File: src/design/dio_pkg.sv
// constants for the debounced isolated input port
package dio_pkg;
    // ------------------------------------------------------------
    // clock and debounce timing
    // ------------------------------------------------------------
    localparam int CLK_PERIOD_NS = 5;
    localparam int DEB_T0_NS = 1000;
    localparam int DEB_T1_NS = 128000;
    localparam int DEB_T2_NS = 256000;
    localparam int DEB_T3_NS = 512000;
    localparam int DEB_T4_NS = 3070000;
    localparam int DEB_T5_NS = 6130000;
    localparam int DEB_T6_NS = 9180000;
    localparam int DEB_T7_NS = 12250000;
    // least times, so round up
    localparam int DEB_C0 = (DEB_T0_NS + CLK_PERIOD_NS - 1) / CLK_PERIOD_NS;
    localparam int DEB_C1 = (DEB_T1_NS + CLK_PERIOD_NS - 1) / CLK_PERIOD_NS;
    localparam int DEB_C2 = (DEB_T2_NS + CLK_PERIOD_NS - 1) / CLK_PERIOD_NS;
    localparam int DEB_C3 = (DEB_T3_NS + CLK_PERIOD_NS - 1) / CLK_PERIOD_NS;
    localparam int DEB_C4 = (DEB_T4_NS + CLK_PERIOD_NS - 1) / CLK_PERIOD_NS;
    localparam int DEB_C5 = (DEB_T5_NS + CLK_PERIOD_NS - 1) / CLK_PERIOD_NS;
    localparam int DEB_C6 = (DEB_T6_NS + CLK_PERIOD_NS - 1) / CLK_PERIOD_NS;
    localparam int DEB_C7 = (DEB_T7_NS + CLK_PERIOD_NS - 1) / CLK_PERIOD_NS;
    localparam int DEB_CNT_W = 22;
    localparam int DEB_SEL_W = 3;
    localparam int DEB_NUM = 8;

    // ------------------------------------------------------------
    // address window and register layout
    // ------------------------------------------------------------
    localparam int WINDOW_BYTES = 64;
    localparam int WIN_LSB = $clog2(WINDOW_BYTES);
    localparam int ADDR_W = 32;
    localparam int DATA_W = 32;
    localparam int NUM_CH = 16;
    localparam logic [1:0] INPUT_WORD_OFS = 2'h0;
    localparam logic [1:0] CTRL_WORD_OFS = 2'h2;
    localparam int INPUT_LSB = 8 * INPUT_WORD_OFS;
    localparam int CTRL_LSB = 8 * CTRL_WORD_OFS;
    localparam int FAIL_BIT = 24;
    localparam int DEB_SEL_LSB = 16;
    localparam int LANE_FAIL = 3;
    localparam int LANE_DEB = 2;
    localparam logic [DATA_W-1:0] RSVD_MASK = 32'hfef8_0000;
    localparam logic FAIL_BIT_RST = 1'b0;
    localparam logic [DEB_SEL_W-1:0] DEB_SEL_RST = 3'h0;
endpackage : dio_pkg

File: src/design/debounced_isolated_input_port.sv
// isolated input port: window decode, control word, debounced channels
`timescale 1ns/10ps
module debounced_isolated_input_port #(
    parameter int NUM_CH = dio_pkg::NUM_CH,
    parameter int CNT_W = dio_pkg::DEB_CNT_W,
    parameter int unsigned DELAY_CYC [dio_pkg::DEB_NUM] = '{dio_pkg::DEB_C0, dio_pkg::DEB_C1,
        dio_pkg::DEB_C2, dio_pkg::DEB_C3, dio_pkg::DEB_C4, dio_pkg::DEB_C5, dio_pkg::DEB_C6,
        dio_pkg::DEB_C7}
) (
    input wire logic ref_clk,
    input wire logic sys_rst,
    input wire logic [dio_pkg::ADDR_W-1:0] io_base,
    input wire logic [dio_pkg::ADDR_W-1:0] mem_base,
    input wire logic req_valid,
    input wire logic req_io,
    input wire logic req_write,
    input wire logic [dio_pkg::ADDR_W-1:0] req_addr,
    input wire logic [3:0] req_be_n,
    input wire logic [dio_pkg::DATA_W-1:0] req_wdata,
    output logic req_hit,
    output logic rsp_valid,
    output logic [dio_pkg::DATA_W-1:0] rsp_rdata,
    input wire logic [NUM_CH-1:0] input_energised,
    output logic fail_indicator_on
);
    import dio_pkg::*;

    // ------------------------------------------------------------
    // window decode
    // ------------------------------------------------------------
    function automatic logic win_hit(input logic [ADDR_W-1:0] addr, input logic [ADDR_W-1:0] base);
        // low address bits ignored so every longword aliases the first
        win_hit = (addr[ADDR_W-1:WIN_LSB] == base[ADDR_W-1:WIN_LSB]);
    endfunction : win_hit

    logic io_hit;
    logic mem_hit;
    logic wr_hit;
    logic fail_indicator_bit;
    logic [DEB_SEL_W-1:0] debounce_select;
    logic [NUM_CH-1:0] stable;
    logic [DATA_W-1:0] read_word;
    logic [CNT_W-1:0] limit;

    assign io_hit = req_valid && req_io && win_hit(req_addr, io_base);
    assign mem_hit = req_valid && !req_io && win_hit(req_addr, mem_base);
    assign req_hit = io_hit || mem_hit;
    assign wr_hit = req_hit && req_write;

    // ------------------------------------------------------------
    // lane decode
    // ------------------------------------------------------------
    // enables are active low; a disabled lane leaves its field alone
    function automatic logic lane_wr(input logic hit, input logic [3:0] be_n, input int lane);
        lane_wr = hit && !be_n[lane];
    endfunction : lane_wr

    logic fail_wr;
    logic sel_wr;
    assign fail_wr = lane_wr(wr_hit, req_be_n, LANE_FAIL);
    assign sel_wr = lane_wr(wr_hit, req_be_n, LANE_DEB);

    // ------------------------------------------------------------
    // control and status word
    // ------------------------------------------------------------
    always_ff @(posedge ref_clk or posedge sys_rst) begin
        if (sys_rst) begin
            fail_indicator_bit <= FAIL_BIT_RST;
        end else if (fail_wr) begin
            fail_indicator_bit <= req_wdata[FAIL_BIT];
        end
    end

    always_ff @(posedge ref_clk or posedge sys_rst) begin
        if (sys_rst) begin
            debounce_select <= DEB_SEL_RST;
        end else if (sel_wr) begin
            debounce_select <= req_wdata[DEB_SEL_LSB +: DEB_SEL_W];
        end
    end

    // indicator lit while the bit is low
    always_ff @(posedge ref_clk or posedge sys_rst) begin
        if (sys_rst) begin
            fail_indicator_on <= 1'b1;
        end else begin
            fail_indicator_on <= !fail_indicator_bit;
        end
    end

    // ------------------------------------------------------------
    // read path
    // ------------------------------------------------------------
    always_comb begin
        read_word = '0; // reserved bits stay low
        read_word[FAIL_BIT] = fail_indicator_bit;
        read_word[DEB_SEL_LSB +: DEB_SEL_W] = debounce_select;
        read_word[INPUT_LSB +: NUM_CH] = ~stable;
    end

    // all lanes returned on every read; reads have no side effect
    always_ff @(posedge ref_clk or posedge sys_rst) begin
        if (sys_rst) begin
            rsp_valid <= 1'b0;
            rsp_rdata <= '0;
        end else begin
            rsp_valid <= req_hit;
            rsp_rdata <= (req_hit && !req_write) ? read_word : '0;
        end
    end

    // ------------------------------------------------------------
    // debounce channels
    // ------------------------------------------------------------
    assign limit = CNT_W'(DELAY_CYC[debounce_select]);

    genvar ch;
    generate
        for (ch = 0; ch < NUM_CH; ch++) begin : g_ch
            channel_debounce #(
                .CNT_W(CNT_W)
            ) u_deb (
                .ref_clk(ref_clk),
                .sys_rst(sys_rst),
                .raw(input_energised[ch]),
                .limit(limit),
                .stable(stable[ch])
            );
            // a channel may only settle on the level its pin actually held
            AST_CH_TO_RAW: assert property (@(posedge ref_clk) disable iff (sys_rst)
                $changed(stable[ch]) |-> (stable[ch] == $past(input_energised[ch])))
                else $error("channel settled on a level its input never held");
            AST_CH_FROM_DIFFER: assert property (@(posedge ref_clk) disable iff (sys_rst)
                $changed(stable[ch]) |-> ($past(input_energised[ch]) != $past(stable[ch])))
                else $error("channel flipped while its input matched");
        end
    endgenerate

    // ------------------------------------------------------------
    // assertions
    // ------------------------------------------------------------
    AST_IO_OUTSIDE: assert property (@(posedge ref_clk) disable iff (sys_rst)
        (req_valid && req_io && req_addr[ADDR_W-1:WIN_LSB] != io_base[ADDR_W-1:WIN_LSB]) |-> !req_hit)
        else $error("io access outside window was claimed");
    AST_MEM_INSIDE: assert property (@(posedge ref_clk) disable iff (sys_rst)
        (req_valid && !req_io && req_addr[ADDR_W-1:WIN_LSB] == mem_base[ADDR_W-1:WIN_LSB]) |-> req_hit ##1 rsp_valid)
        else $error("memory access inside window not answered");
    AST_ALIAS_READ: assert property (@(posedge ref_clk) disable iff (sys_rst)
        (req_hit && !req_write) |=> (rsp_valid && rsp_rdata == $past(read_word)))
        else $error("aliased read returned wrong word");
    AST_RSVD_ZERO: assert property (@(posedge ref_clk) disable iff (sys_rst)
        rsp_valid |-> ((rsp_rdata & RSVD_MASK) == '0))
        else $error("reserved bits read nonzero");
    AST_FAIL_WRITE: assert property (@(posedge ref_clk) disable iff (sys_rst)
        (wr_hit && !req_be_n[LANE_FAIL]) |-> ##2 (fail_indicator_on == !$past(req_wdata[FAIL_BIT], 2)))
        else $error("fail indicator did not follow write");
    AST_SEL_WRITE: assert property (@(posedge ref_clk) disable iff (sys_rst)
        (wr_hit && !req_be_n[LANE_DEB]) |=> (debounce_select == $past(req_wdata[DEB_SEL_LSB +: DEB_SEL_W])))
        else $error("debounce select did not follow write");
    AST_SEL_KEEP: assert property (@(posedge ref_clk) disable iff (sys_rst)
        (wr_hit && req_be_n[LANE_DEB]) |=> $stable(debounce_select))
        else $error("debounce select changed without its lane");
    AST_POLARITY: assert property (@(posedge ref_clk) disable iff (sys_rst)
        (req_hit && !req_write) |=> (rsp_rdata[INPUT_LSB +: NUM_CH] == ~$past(stable)))
        else $error("input data not inverted");
    AST_LIMIT_MAP: assert property (@(posedge ref_clk) disable iff (sys_rst)
        (debounce_select == DEB_SEL_RST) |-> (limit == CNT_W'(DELAY_CYC[0])))
        else $error("shortest delay not selected");
    AST_HIT_NEEDS_VALID: assert property (@(posedge ref_clk) disable iff (sys_rst)
        !req_valid |-> !req_hit)
        else $error("idle bus was claimed");
    AST_IO_INSIDE: assert property (@(posedge ref_clk) disable iff (sys_rst)
        (req_valid && req_io && req_addr[ADDR_W-1:WIN_LSB] == io_base[ADDR_W-1:WIN_LSB]) |-> req_hit)
        else $error("io access inside window not claimed");
    AST_MEM_OUTSIDE: assert property (@(posedge ref_clk) disable iff (sys_rst)
        (req_valid && !req_io && req_addr[ADDR_W-1:WIN_LSB] != mem_base[ADDR_W-1:WIN_LSB]) |-> !req_hit)
        else $error("memory access outside window was claimed");
    AST_RSP_AFTER_HIT: assert property (@(posedge ref_clk) disable iff (sys_rst)
        rsp_valid |-> $past(req_hit))
        else $error("answer without a claimed access");
    AST_NO_RSP_IDLE: assert property (@(posedge ref_clk) disable iff (sys_rst)
        !req_hit |=> !rsp_valid)
        else $error("unclaimed access answered");
    AST_WRITE_RSP_ZERO: assert property (@(posedge ref_clk) disable iff (sys_rst)
        wr_hit |=> (rsp_valid && rsp_rdata == '0))
        else $error("write answer carried data");
    AST_IDLE_DATA_ZERO: assert property (@(posedge ref_clk) disable iff (sys_rst)
        !rsp_valid |-> (rsp_rdata == '0))
        else $error("read data left on idle bus");
    AST_FAIL_KEEP: assert property (@(posedge ref_clk) disable iff (sys_rst)
        (wr_hit && !fail_wr) |=> $stable(fail_indicator_bit))
        else $error("fail bit changed without its lane");
    AST_READ_NO_EFFECT: assert property (@(posedge ref_clk) disable iff (sys_rst)
        (req_hit && !req_write) |=> ($stable(fail_indicator_bit) && $stable(debounce_select)))
        else $error("read changed the control word");
    AST_LAMP_FOLLOWS: assert property (@(posedge ref_clk) disable iff (sys_rst)
        fail_indicator_on == !$past(fail_indicator_bit))
        else $error("fail indicator does not follow its bit");

    for (genvar s = 0; s < DEB_NUM; s++) begin : g_sel_chk
        AST_LIMIT_EACH: assert property (@(posedge ref_clk) disable iff (sys_rst)
            (debounce_select == DEB_SEL_W'(s)) |-> (limit == CNT_W'(DELAY_CYC[s])))
            else $error("debounce count does not match its select code");
    end

    // ------------------------------------------------------------
    // reset defaults
    // ------------------------------------------------------------
    // looked at one edge late so the first edge never meets unset state
    AST_RST_LAMP: assert property (@(posedge ref_clk)
        sys_rst |=> (fail_indicator_on && !fail_indicator_bit))
        else $error("fail indicator not lit after reset");
    AST_RST_SEL: assert property (@(posedge ref_clk)
        sys_rst |=> (debounce_select == DEB_SEL_RST && !rsp_valid && stable == '0))
        else $error("control word or channels not at reset value");

    COV_CTRL_WRITE: cover property (@(posedge ref_clk) disable iff (sys_rst) sel_wr);
    COV_MEM_READ: cover property (@(posedge ref_clk) disable iff (sys_rst) mem_hit && !req_write);
    COV_CH_FLIP: cover property (@(posedge ref_clk) disable iff (sys_rst) $changed(stable));
    COV_FAIL_OFF: cover property (@(posedge ref_clk) disable iff (sys_rst) $fell(fail_indicator_on));
    COV_ALIAS_HIGH: cover property (@(posedge ref_clk) disable iff (sys_rst) req_hit && req_addr[WIN_LSB-1:2] != '0);
endmodule : debounced_isolated_input_port

File: src/design/channel_debounce.sv
// one input channel debounce filter
`timescale 1ns/10ps
module channel_debounce #(
    parameter int CNT_W = 22
) (
    input wire logic ref_clk,
    input wire logic sys_rst,
    input wire logic raw,
    input wire logic [CNT_W-1:0] limit,
    output logic stable
);
    logic [CNT_W-1:0] cnt;
    logic [CNT_W-1:0] held;
    logic [CNT_W-1:0] eff;

    // limit is frozen at the first differing cycle of a transition
    assign eff = (cnt == '0) ? limit : held;

    always_ff @(posedge ref_clk or posedge sys_rst) begin
        if (sys_rst) begin
            held <= '0;
        end else if (cnt == '0 && raw != stable) begin
            held <= limit;
        end
    end

    always_ff @(posedge ref_clk or posedge sys_rst) begin
        if (sys_rst) begin
            cnt <= '0;
            stable <= 1'b0;
        end else if (raw == stable) begin
            cnt <= '0; // bounce restarts the wait
        end else if (cnt + CNT_W'(1) >= eff) begin
            cnt <= '0;
            stable <= raw;
        end else begin
            cnt <= cnt + CNT_W'(1);
        end
    end

    AST_DEB_NO_EARLY: assert property (@(posedge ref_clk) disable iff (sys_rst)
        $changed(stable) |-> ($past(cnt) + CNT_W'(1) >= $past(eff)))
        else $error("channel flipped before its debounce delay");
    AST_DEB_HELD_FROZEN: assert property (@(posedge ref_clk) disable iff (sys_rst)
        (cnt != '0 && raw != stable) |=> (held == $past(held)))
        else $error("debounce limit changed in mid transition");
endmodule : channel_debounce

File: config.mk
export PLATFORM = sky130hd
export DESIGN_NAME = debounced_isolated_input_port
export DESIGN_NICKNAME = d
export VERILOG_FILES = /design/src/design/dio_pkg.sv /design/src/design/debounced_isolated_input_port.sv /design/src/design/channel_debounce.sv
export SDC_FILE = /design/constraint.sdc
export NUM_CORES = 2
export LEC_CHECK = 0
export ABC_AREA = 1
export BUFFER_PORTS_ARGS = -buffer_cell sky130_fd_sc_hd__buf_2
export CORE_MARGIN = 4
export CORE_UTILIZATION = 45
export CTS_BUF_LIST = sky130_fd_sc_hd__clkbuf_8
export CTS_CLUSTER_DIAMETER = 120
export DETAILED_ROUTE_END_ITERATION = 10
export GPL_TIMING_DRIVEN = 1
export SLEW_MARGIN = 20
export SYNTH_ARGS = -nofsm -noshare
export SYNTH_HDL_FRONTEND = slang
export SYNTH_SLANG_ARGS = --single-unit
export TNS_END_PERCENT = 10
File: constraint.sdc
create_clock -name ref_clk -period 27.4 [get_ports ref_clk]
set_input_delay 4.11 -clock ref_clk [delete_from_list [all_inputs] [get_ports ref_clk]]
set_output_delay 4.11 -clock ref_clk [all_outputs]
set_load 0.03 [all_outputs]
==> impl_metrics.sql <==
INSERT INTO impl_metrics (metric_group, metric, value, unit) VALUES
('grt', 'grt_usage', '22.5', '%'),
('synthesis', 'syn_area', '0.0445', 'mm2'),
('worst_setup_path', 'critical_path.reg2reg.endpoint', 'g_ch[1].u_deb.cnt[21]', ''),
('sta', 'timing_hold_violations_final', '0', ''),
('sta', 'skew', '0.0314', 'ns'),
('cts', 'cts_setup_buffers', '0', ''),
('worst_setup_path', 'regToRegStartpoint', 'debounce_select[1]', ''),
('drt', 'num_vias', '38173', ''),
('grt', 'global_route_wire_length_before_repair', '190000', 'um'),
('finish', 'final_layout_size_suffix_gt1_share', '11.8', '%'),
('cts', 'cts_sinks', '666', ''),
('synthesis', 'synth_cells', '6053', ''),
('worst_setup_path', 'cp.required', '23.29', 'ns'),
('worst_setup_path', 'endpoint', 'req_hit', ''),
('cts', 'cts.reportedPaths.clkPinSlew', '0.06', 'ns'),
('synthesis', 'ys_seq_elements', '666', ''),
('cts', 'cts.path.max_buffers', '3', ''),
('synthesis', 'synthArstFlopShare', '100', '%'),
('synthesis', 'synth.distinct_cells', '56', ''),
('placement', 'dp_hpwl', '81400', 'um'),
('cts', 'clock_latency', '0.80', 'ns'),
('synthesis', 'synth.yosys.seq_area_share', '37.4', '%'),
('job', 'drv_cap', '0', ''),
('drt', 'wire_per_inst', '15.3', 'um'),
('die', 'dieHeight', '323', 'um'),
('grt', 'grt_antenna_before_repair', '1', ''),
('placement', 'placement.io_buffers', '127', ''),
('power', 'part_of_the_total_power_dissipated_in_the_clock_network', '34.8', '%'),
('placement', 'post-place-cells', '7319', ''),
('sta', 'max_freq', '0.0979', 'GHz'),
('worst_setup_path', 'critPathLaunchType', 'primary input', ''),
('die', 'placementRows', '115', ''),
('synthesis', 'postSynthAreaPerCell', '7.36', 'um2'),
('synthesis', 'ys.warnings.count', '0', ''),
('drt', 'route.detailed.drc', '0', ''),
('power', 'pwr-share-comb', '27.9', '%'),
('sta', 'final.setup.tns', '0', 'ns'),
('sta', 'report.final.setup_viol', '0', ''),
('cts', 'post_cts.resized_instances', '0', ''),
('power', 'vdd.ir_drop.worst', '0.0349', 'mV'),
('power', 'leakage', '24.7', 'nW'),
('finish', 'post_layout_nonfiller_instances', '7555', ''),
('cts', 'post_cts_hold_buffer_count', '0', ''),
('synthesis', 'top_post_synthesis_cells_by_count', 'sky130_fd_sc_hd__nand2_1, sky130_fd_sc_hd__inv_1, sky130_fd_sc_hd__nor2_1', ''),
('die', 'initial_core_util', '45.3', '%'),
('cts', 'clock_tree_from_tritoncts', 'done', ''),
('worst_setup_path', 'worst-path-max-fanout', '5', ''),
('die', 'coreArea', '0.0983', 'mm2'),
('worst_setup_path', 'type_of_destination_of_the_critical_path', 'output port', ''),
('placement', 'routabilityCongestion', '0.878', ''),
('cts', 'clockRootBuffer', 'sky130_fd_sc_hd__clkbuf_8', ''),
('drt', 'ant_nets', '0', ''),
('worst_hold_path', 'worst_hold_path_type', 'reg -> reg', ''),
('power', 'switching_share', '37.2', '%'),
('finish', 'syn_to_final_growth', '9.71', '%'),
('power', 'p_switching', '1.08', 'mW'),
('outcome', 'run_status', 'completed', ''),
('finish', 'design.final.nets', '6631', ''),
('cts', 'cts_inserted_buffers', '132', ''),
('grt', 'grt_max_degree', '102', ''),
('power', 'pwr-share-seq', '37.3', '%'),
('drt', 'viasPerCell', '5.05', ''),
('worst_setup_path', 'r2r_cells', '17', ''),
('worst_setup_path', 'worst-r2r-setup-slack', '23.03', 'ns'),
('synthesis', 'top_count_cell_post_synth', 'sky130_fd_sc_hd__nand2_1', ''),
('synthesis', 'synth_top_area_share', '37.4', '%'),
('die', 'die_x', '323', 'um'),
('sta', 'final.period_utilization', '37.3', '%'),
('worst_setup_path', 'cp_data_arrival_time', '6.10', 'ns'),
('synthesis', 'ys.flop_type', 'sky130_fd_sc_hd__dfrtp_1', ''),
('sta', 'slew_headroom', '30.8', '%');
how the worst min path moves through the flow:
stage,cells after the start,from,end,slack (ns)
after floorplan,1,fail_indicator_bit,fail_indicator_on,0.37
after global placement,1,fail_indicator_bit,fail_indicator_on,0.38
after detailed placement,1,fail_indicator_bit,fail_indicator_on,0.39
after CTS,1,fail_indicator_bit,fail_indicator_on,0.39
after global routing,1,fail_indicator_bit,fail_indicator_on,0.42
final,1,fail_indicator_bit,fail_indicator_on,0.38
layer usage:
| layer | share of wire, % | global-route usage [%] |
|---|---|---|
| met1 | 48 | 31.1 |
| met2 | 46 | 37.4 |
| met3 | 4.0 | 3.27 |
| met4 | 1.8 | 5.62 |
| met5 | 0 | 0 |
metrics by stage:
step	util [%]	power, mW	worst slack, ns	instance area (um2)	hold slack [ns]
finish	49.7	2.91	17.19	48900	0.383
global route	49.7	3.12	16.99	48800	0.424
CTS	49.6	2.95	17.15	48800	0.390
detailed placement	47.0	1.91	17.16	46200	0.385
global placement	47.0	1.90	17.28	46200	0.381
floorplan	-	1.75	4.63	44600	0.367
worst max-delay path, stage by stage:
cell and delay [ns]:
sky130_fd_sc_hd__buf_2 0.09, sky130_fd_sc_hd__inv_1 0.15, sky130_fd_sc_hd__or2_2 0.15, sky130_fd_sc_hd__nand2_1 0.04, sky130_fd_sc_hd__inv_1 0.04, sky130_fd_sc_hd__nand4_1 0.10
sky130_fd_sc_hd__nor4_1 0.28, sky130_fd_sc_hd__nand4_1 0.22, sky130_fd_sc_hd__a21boi_0 0.59, sky130_fd_sc_hd__buf_2 0.32
state kept, by name, summed over array words and instances (netlist names):
signal              flops
debounce_select         3
fail_indicator_bit      1
fail_indicator_on       1
g_ch.u_deb.cnt        352
g_ch.u_deb.held       272
g_ch.u_deb.stable      16
rsp_rdata              20
rsp_valid               1
cell usage in the layout, fill, tap and decap left out, types with 19 or more instances in the layout:
cell type / instances
sky130_fd_sc_hd__nor4_1: 35
sky130_fd_sc_hd__buf_4: 32
sky130_fd_sc_hd__or2_2: 24
sky130_fd_sc_hd__nand2_2: 25
sky130_fd_sc_hd__nor2_1: 754
sky130_fd_sc_hd__inv_2: 29
sky130_fd_sc_hd__buf_2: 127
sky130_fd_sc_hd__clkbuf_8: 168
sky130_fd_sc_hd__nand3_1: 277
sky130_fd_sc_hd__nand4_1: 173
sky130_fd_sc_hd__a21oi_1: 229
sky130_fd_sc_hd__inv_1: 827
sky130_fd_sc_hd__nand3b_1: 19
sky130_fd_sc_hd__nand2_1: 1328
sky130_fd_sc_hd__ha_1: 308
sky130_fd_sc_hd__nor2_2: 219
sky130_fd_sc_hd__nor3_1: 92
sky130_fd_sc_hd__nand3_2: 28
sky130_fd_sc_hd__xnor2_1: 50
sky130_fd_sc_hd__o21ai_0: 455
sky130_fd_sc_hd__xor2_1: 207
sky130_fd_sc_hd__dfrtp_1: 665
power by group through the flow:
| stage | logic [mW] | clock network [mW] | registers (mW) |
|---|---|---|---|
| 5_1_grt | 0.935 | 1.09 | 1.10 |
| 2_1_floorplan | 0.659 | 0 | 1.09 |
| 4_1_cts | 0.812 | 1.05 | 1.09 |
| 3_5_place_dp | 0.807 | 0 | 1.10 |
| 6_report | 0.811 | 1.01 | 1.09 |
| 3_3_place_gp | 0.795 | 0 | 1.10 |
cells by family after synthesis:
kind of cell | synth area share (%)
AND/OR/NAND/NOR | 30.7
multiplexers | 0.126
buffers and inverters | 9.18
flip-flops | 37.4
other | 0.00842
adder cells (fa/ha/maj) | 8.65
AO/OA/AOI/OAI | 8.86
XOR/XNOR | 5.05
cell type report:
class,instances,area (um2)
Clock buffer,168,2310
Antenna cell,5,12.5
Multi-Input combinational cell,4372,23900
Clock inverter,59,318
Fill cell,9800,49400
Sequential cell,666,16700
Timing Repair Buffer,163,925
Inverter,835,3140
Tap cell,1287,1610
Power figures use the tool's default switching activity.
